--- config.mk ---
export PLATFORM = sky130hd
export DESIGN_NAME = sapc_top
export DESIGN_NICKNAME = d
export VERILOG_FILES = /design/src/pkg/sapc_pkg.sv /design/src/pkg/sapc_src_if.sv /design/src/rtl/sapc_latch.sv /design/src/rtl/sapc_top.sv
export SDC_FILE = /design/constraint.sdc
export NUM_CORES = 1
export LEC_CHECK = 0
export ABC_CLOCK_PERIOD_IN_PS = 2880
export BUFFER_PORTS_ARGS = -buffer_cell sky130_fd_sc_hd__buf_2
export CORE_MARGIN = 5
export CORE_UTILIZATION = 50
export CTS_BUF_LIST = sky130_fd_sc_hd__clkbuf_4 sky130_fd_sc_hd__clkbuf_8
export DETAILED_ROUTE_END_ITERATION = 8
export PLACE_DENSITY = 0.83
export SLEW_MARGIN = 10
export SYNTH_ARGS = -nofsm -noshare
export SYNTH_HDL_FRONTEND = slang
export SYNTH_SLANG_ARGS = --single-unit
--- constraint.sdc ---
create_clock -name clk -period 2.88 [get_ports clk]
set_clock_uncertainty 0.05 [all_clocks]
set_input_delay 0.288 -clock clk [delete_from_list [all_inputs] [get_ports clk]]
set_output_delay 0.288 -clock clk [all_outputs]
set_load 0.02 [all_outputs]
--- src/pkg/sapc_pkg.sv ---
/*
 * Constants for the secondary alert pin configuration block: command codes,
 * configuration word layout, reset value and pin mode encodings.
 * Assumes a PMBus front end that hands over decoded command transactions.
 */
package sapc_pkg;

   // Command codes seen on the command port
   localparam logic [7:0] CMD_ALERT2_CFG = 8'hd6;
   localparam logic [7:0] CMD_CLEAR_FAULTS = 8'h03;

   // Configuration word
   localparam int CFG_WIDTH = 16;
   localparam logic [15:0] CFG_RESET = 16'h8000;

   // Field positions inside the configuration word
   localparam int POS_POLARITY = 0;
   localparam int POS_MODE_LO = 1;
   localparam int POS_MODE_HI = 2;
   localparam int POS_OVERPOWER_EN = 3;
   localparam int POS_CURLIM_EN = 4;
   localparam int POS_VOUT_UV_EN = 5;
   localparam int POS_VOUT_OV_EN = 6;
   localparam int POS_VIN_UV_EN = 7;
   localparam int POS_VIN_OV_EN = 8;
   localparam int POS_CUR2_EN = 9;
   localparam int POS_OC_WARN_EN = 10;
   localparam int POS_CML_EN = 11;
   localparam int POS_VIN_UV_FAULT_EN = 12;
   localparam int POS_VIN_OV_FAULT_EN = 13;
   localparam int POS_OC_FAULT_EN = 14;
   localparam int POS_FET_HEALTH_EN = 15;

   // Source counts: warnings occupy bits 10..3, faults bits 15..11
   localparam int N_WARN = 8;
   localparam int N_FAULT = 5;
   localparam int N_SRC = N_WARN + N_FAULT;
   localparam int POS_SRC_LO = 3;

   // Pin mode encodings
   localparam logic [1:0] MODE_ALERT = 2'h0;
   localparam logic [1:0] MODE_GPO = 2'h1;
   localparam logic [1:0] MODE_RESERVED = 2'h2;
   localparam logic [1:0] MODE_COMPARE = 2'h3;

   // Command answer states, one-hot
   typedef enum logic [1:0] {
      ST_IDLE = 2'h1,
      ST_ANSWER = 2'h2
   } sapc_state_t;

endpackage : sapc_pkg

--- src/pkg/sapc_src_if.sv ---
/*
 * Carrier between the configuration block and its alert latch bank.
 * Assumes both ends run on the same clock.
 */
`timescale 1ns/10ps
interface sapc_src_if #(
   parameter int N = 13
);
   logic [N-1:0] flag;
   logic [N-1:0] enable;
   logic clear;
   logic [N-1:0] pending;
   logic any;

   modport ctrl (output flag, output enable, output clear, input pending, input any);
   modport latch (input flag, input enable, input clear, output pending, output any);
endinterface : sapc_src_if

--- src/rtl/sapc_latch.sv ---
/*
 * Bank of sticky alert latches, one per status source.
 * A source that rises while enabled sets its latch; clear empties all latches except those set in the same cycle.
 * Assumes flags are synchronous to clk.
 */
`timescale 1ns/10ps
module sapc_latch #(
   parameter int N = 13
) (
   // Clock and reset
   input wire logic clk,
   input wire logic rst_n,
   // Sources and results
   sapc_src_if.latch src
);

   logic [N-1:0] prev_q;
   logic [N-1:0] prev_d;
   logic [N-1:0] pend_q;
   logic [N-1:0] pend_d;
   logic any_q;
   logic any_d;

   always_comb begin
      prev_d = src.flag;
      // Set takes priority over a clear arriving in the same cycle
      pend_d = (src.flag & ~prev_q & src.enable) | (pend_q & {N{~src.clear}});
      any_d = |pend_d;
   end

   always_ff @(posedge clk or negedge rst_n) begin
      if (!rst_n) begin
         prev_q <= '0;
         pend_q <= '0;
         any_q <= 1'b0;
      end else begin
         prev_q <= prev_d;
         pend_q <= pend_d;
         any_q <= any_d;
      end
   end

   assign src.pending = pend_q;
   assign src.any = any_q;

endmodule : sapc_latch

--- src/rtl/sapc_top.sv ---
/*
 * Secondary alert pin configuration: holds the 16-bit configuration word
 * reached by PMBus command 0xd6, latches enabled status events into a bus
 * alert, and drives the secondary output pin in alert, software or
 * comparator mode with selectable polarity.
 * Assumes a PMBus front end delivering one decoded command per strobe and
 * status flags synchronous to clk.
 */
//
// Contract
// - Overcurrent warning rise raises alert when enabled
// - Bit 9 gates secondary current warning alert
// - Bit 8 gates input overvoltage warning alert
// - Bit 7 gates input undervoltage warning alert
// - Bit 6 gates output overvoltage warning alert
// - Bit 5 gates output undervoltage warning alert
// - Bit 4 gates current limit alert
// - Bit 3 gates input overpower warning alert
// - Warning enables reset to zero
// - Mode 00 makes pin the alert output
// - Mode 01 pin level follows polarity bit
// - Mode 11 pin shows live warnings, unlatched
// - Comparator ORs all selected warnings
// - Comparator ignores fault enables
// - Polarity 0 drives pin active low
// - Config word resets to 0x8000, read/write
`timescale 1ns/10ps
module sapc_top (
   // Clock and reset
   input wire logic clk,
   input wire logic rst_n,
   // Decoded PMBus command port
   input wire logic cmd_valid,
   input wire logic [7:0] cmd_code,
   input wire logic cmd_write,
   input wire logic [15:0] cmd_wdata,
   output logic rsp_valid,
   output logic rsp_ack,
   output logic [15:0] rsp_rdata,
   // Warning comparison results
   input wire logic overcurrent_warning_flag,
   input wire logic secondary_current_warning_flag,
   input wire logic input_overvoltage_warning_flag,
   input wire logic input_undervoltage_warning_flag,
   input wire logic output_overvoltage_warning_flag,
   input wire logic output_undervoltage_warning_flag,
   input wire logic current_limit_active_flag,
   input wire logic input_overpower_warning_flag,
   // Fault status flags
   input wire logic fet_health_bad_flag,
   input wire logic overcurrent_fault_flag,
   input wire logic input_overvoltage_fault_flag,
   input wire logic input_undervoltage_fault_flag,
   input wire logic comm_error_flag,
   // Pin and alert state
   output logic secondary_output_pin,
   output logic alert_pending
);

   // Configuration register
   logic [15:0] cfg_q;
   logic [15:0] cfg_d;

   // Command answer machine
   sapc_pkg::sapc_state_t state_q;
   sapc_pkg::sapc_state_t state_d;
   logic rsp_valid_q;
   logic rsp_valid_d;
   logic rsp_ack_q;
   logic rsp_ack_d;
   logic [15:0] rsp_rdata_q;
   logic [15:0] rsp_rdata_d;
   logic clear_q;
   logic clear_d;

   // Pin
   logic pin_q;
   logic pin_d;
   logic pin_active;
   logic [1:0] mode;
   logic polarity;

   // Source vectors
   logic [sapc_pkg::N_WARN-1:0] warn_vec;
   logic [sapc_pkg::N_FAULT-1:0] fault_vec;
   logic [sapc_pkg::N_WARN-1:0] warn_en;
   logic compare_hit;

   sapc_src_if #(.N(sapc_pkg::N_SRC)) src ();

   // Warnings in bit order 3..10 of the configuration word
   always_comb begin
      warn_vec = {
         overcurrent_warning_flag,
         secondary_current_warning_flag,
         input_overvoltage_warning_flag,
         input_undervoltage_warning_flag,
         output_overvoltage_warning_flag,
         output_undervoltage_warning_flag,
         current_limit_active_flag,
         input_overpower_warning_flag
      };
      fault_vec = {
         fet_health_bad_flag,
         overcurrent_fault_flag,
         input_overvoltage_fault_flag,
         input_undervoltage_fault_flag,
         comm_error_flag
      };
   end

   assign src.flag = {fault_vec, warn_vec};
   assign src.enable = cfg_q[sapc_pkg::POS_FET_HEALTH_EN:sapc_pkg::POS_SRC_LO];
   assign src.clear = clear_q;

   sapc_latch #(
      .N(sapc_pkg::N_SRC)
   ) u_latch (
      .clk(clk),
      .rst_n(rst_n),
      .src(src)
   );

   // Command decode and register write
   always_comb begin
      cfg_d = cfg_q;
      state_d = state_q;
      rsp_valid_d = 1'b0;
      rsp_ack_d = rsp_ack_q;
      rsp_rdata_d = rsp_rdata_q;
      clear_d = 1'b0;
      case (state_q)
         sapc_pkg::ST_IDLE: begin
            if (cmd_valid) begin
               state_d = sapc_pkg::ST_ANSWER;
               rsp_valid_d = 1'b1;
               rsp_ack_d = 1'b0;
               rsp_rdata_d = 16'h0000;
               if (cmd_code == sapc_pkg::CMD_ALERT2_CFG) begin
                  rsp_ack_d = 1'b1;
                  if (cmd_write) begin
                     cfg_d = cmd_wdata;
                  end else begin
                     rsp_rdata_d = cfg_q;
                  end
               end else if (cmd_code == sapc_pkg::CMD_CLEAR_FAULTS && cmd_write) begin
                  rsp_ack_d = 1'b1;
                  clear_d = 1'b1;
               end
            end
         end
         sapc_pkg::ST_ANSWER: begin
            state_d = sapc_pkg::ST_IDLE;
         end
         default: begin
            state_d = sapc_pkg::ST_IDLE;
         end
      endcase
   end

   // Pin level selection
   always_comb begin
      mode = cfg_q[sapc_pkg::POS_MODE_HI:sapc_pkg::POS_MODE_LO];
      polarity = cfg_q[sapc_pkg::POS_POLARITY];
      warn_en = cfg_q[sapc_pkg::POS_OC_WARN_EN:sapc_pkg::POS_SRC_LO];
      compare_hit = |(warn_vec & warn_en);
      pin_active = src.any;
      case (mode)
         sapc_pkg::MODE_GPO: begin
            pin_active = polarity;
         end
         sapc_pkg::MODE_COMPARE: begin
            pin_active = compare_hit;
         end
         default: begin
            pin_active = src.any;
         end
      endcase
      // polarity select
      // Software mode takes the polarity bit as the level itself
      pin_d = (mode == sapc_pkg::MODE_GPO) ? polarity : (polarity ? pin_active : ~pin_active);
   end

   always_ff @(posedge clk or negedge rst_n) begin
      if (!rst_n) begin
         cfg_q <= sapc_pkg::CFG_RESET;
         state_q <= sapc_pkg::ST_IDLE;
         rsp_valid_q <= 1'b0;
         rsp_ack_q <= 1'b0;
         rsp_rdata_q <= 16'h0000;
         clear_q <= 1'b0;
         pin_q <= 1'b1;
      end else begin
         cfg_q <= cfg_d;
         state_q <= state_d;
         rsp_valid_q <= rsp_valid_d;
         rsp_ack_q <= rsp_ack_d;
         rsp_rdata_q <= rsp_rdata_d;
         clear_q <= clear_d;
         pin_q <= pin_d;
      end
   end

   assign rsp_valid = rsp_valid_q;
   assign rsp_ack = rsp_ack_q;
   assign rsp_rdata = rsp_rdata_q;
   assign secondary_output_pin = pin_q;
   assign alert_pending = src.any;

endmodule : sapc_top

==> qor.txt <==
# IOs = 61
PwrDens = 649 nW/um2
post-CTS setup buffers = 0
most frequent cells in the layout = 62 x dfrtp_1, 60 x buf_2, 16 x a22o_1
FF-to-FF path depth = 4
Worst R2R End = rsp_rdata[10]
most used flip-flop cell after synthesis = dfrtp_1
CP max FO = 21
RSZ-0062 raised after global routing = false
core area = 4690 um2
DRC = 0
vias per cell = 5.41
Reg power frac = 49.1%
WP depth = 4
Tmin final = 1.87 ns
# rows = 25
part of the Yosys area used for sequential elements = 68.1%
first-pass GRT wire length = 8.43 mm
hpwl dp = 3.70 mm
Worst Path Required = 3.11 ns
multi-input logic area = 667 um2
Relative slew margins = 53.6%
worst setup margin = 1.01 ns
FF/Latch Area = 1630 um2
Syn Std Cell Area = 2390 um2
max-slew violation count = 0
initial antenna violation count = 0
Skew-Pair Late Insertion Delay = 0.34 ns
syn avg cell area = 14.4 um2
Logic pwr share = 4.7%
number of synthesized flops with an enable pin = 0
hold buffer count at CTS = 1
antenna-violating nets left = 0
final WL = 5.15 mm
clock sink count = 65
aggregate global routing overflow = 0
Placer Congestion = 0.790
vias in the first global route = 1782
clock-pin slew on the worst setup and hold paths = 0.07 ns
Clock power frac = 46.2%
fraction of layout instances using a drive strength above 1 = 42.4%
CP cell instances = nand3b_4 -> inv_2 -> and4b_1 -> a22o_1
period utilization = 65.1%
critical path class = flip-flop to flip-flop
Worst setup SP type = flip-flop
starting density of the core = 51.0%
First DRT Iteration DRCs = 120
Max-Cap Viols = 0
Synth area leader = dfrtp_1
outcome = completed
Fillers = 346
final setup fails = 0
Sw Share = 20.7%
distinct cell type count after synthesis = 28
Num CTS Buffers = 9
CP max stage delay = 0.59 ns
pre-CTS WS = 1.00 ns
asr flop ratio synth = 100%
critical path's top delay family = simple AND/OR/NAND/NOR gates
Post-Synthesis Cells = 166
Buffers on Ports = 60
largest net degree at the start of global routing = 59
HP Start = comm_error_flag
hold depth = 1
area delta synth->final = 24.5%
Pre-antenna DRT Iters = 4
Hold Path Class = input port to flip-flop
die height = 79.2 um
CTS Buffer Depth = 2
R2R Setup Slk = 1.01 ns
Yosys top cell area share = 64.9%
Synth Register Bits = 65
Synth area leaders = dfrtp_1 65%, mux2_4 6.3%, a22o_1 5.9%
die area = 6270 um2
Die X = 79.2 um
crit path capture type = flip-flop
TritonCTS clock tree = yes
Max VDD drop = 381 uV
Internal = 0.00153 W
RR Startpoint = state_q[0]
worst hold endpoint = u_latch.prev_q[8]
Global Route Usage Sum = 18.3%
crit path DAT = 2.10 ns
DR WL/cell = 17.6 um
CP max-delay cell = and4b_1
YS warnings = 0
Net Switching = 0.000399 W
post-CTS resize count = 0
Hold Violations, Final = 0
worst-margin pin slew = 0.696 ns
fmax = 534 MHz
Final TNS setup = 0 ns
ant diodes = 0
DR vias = 1579
syn nets = 207
CP bufs+invs = 1
leakage = 1.60 nW
layout net count = 274
clock root cell = clkbuf_8
H-Tree Depth = 3
commonest non-fill, non-tap cell in the layout = dfrtp_1
## cells in the mapped netlist, types with 2 or more instances
cell	n
clkbuf_1	2
nand3_1	2
mux2_2	6
nor4_1	3
and3_1	2
a22o_1	16
o22ai_1	12
mux2_4	10
dfrtp_1	62
buf_4	2
o21ai_0	3
dfstp_2	3
nand2_1	13
nand4_1	3
inv_1	14
## worst reg2reg max path: cells and delay by family, from the launching register on
family | cells | cell delay, ns
flops | 1 | 0.55
compound gates | 1 | 0.24
simple gates | 2 | 0.81
buf+inv | 1 | 0.17
## through the flow
stage | cells | total power (W) | cell area [um2] | util (%) | hold WS [ns]
global route | 292 | 0.00200 | 2980 | 63.5 | 0.00252
floorplan | 166 | 0.000995 | 2390 | - | -0.0576
finish | 292 | 0.00193 | 2980 | 63.5 | 0.0136
global placement | 275 | 0.00105 | 2730 | 58.2 | 0.0807
CTS | 292 | 0.00195 | 2980 | 63.5 | 0.00313
detailed placement | 275 | 0.00106 | 2730 | 58.2 | 0.0860
## cell type report
cell class / count / area share, %
Timing Repair Buffer: 62 / 10.7
Multi-Input combinational cell: 80 / 22.4
Clock buffer: 12 / 5.55
Tap cell: 54 / 2.27
Inverter: 15 / 1.89
Clock inverter: 4 / 2.48
Sequential cell: 65 / 54.7
## how the worst max path moves through the flow
| stage | endpoint | startpoint | slack, ns |
|---|---|---|---|
| after floorplan | cfg_q[0] | state_q[0] | 1.41 |
| after global placement | cfg_q[4] | state_q[0] | 1.08 |
| after detailed placement | cfg_q[1] | state_q[0] | 1.00 |
| after CTS | rsp_rdata[10] | state_q[0] | 0.99 |
| after global routing | rsp_rdata[2] | state_q[0] | 0.86 |
| final | rsp_rdata[10] | state_q[0] | 1.01 |
## registers in the layout (all words and copies together), names as in the netlist
name / cells
clear_q: 1
state_q: 2
rsp_rdata: 16
cfg_q: 16
rsp_valid: 1
u_latch.src.any: 1
secondary_output_pin: 1
rsp_ack: 1
u_latch.prev_q: 13
u_latch.src.pending: 13
## kinds of logic (layout without fill, tap and decap cells)
logic type	count (synthesis)	in the layout	share of synthesized area (%)
muxes	16	16	9.10
buffers and inverters	21	93	3.97
AOI/OAI and AO/OA	32	32	9.99
DFF	65	65	68.1
xor gates and xnor gates	1	1	0.366
and+or+nand+nor	31	31	8.42
## power by group through the flow
stage	clock [W]	sequential [W]	combinational, W
floorplan	0	0.000965	0.0000306
global placement	0	0.000964	0.0000878
detailed placement	0	0.000966	0.0000908
CTS	0.000908	0.000949	0.0000923
global route	0.000945	0.000950	0.000102
finish	0.000894	0.000949	0.0000904
## routing by layer
layer | global-route usage, % | routed length [um] | vias up
met4 | 12.9 | 174 | 0
met1 | 21.5 | 2080 | 796
met5 | 0 | 0 | -
li1 | - | - | 722
met3 | 3.85 | 194 | 13
met2 | 29.8 | 2700 | 48
Power figures use the tool's default switching activity.
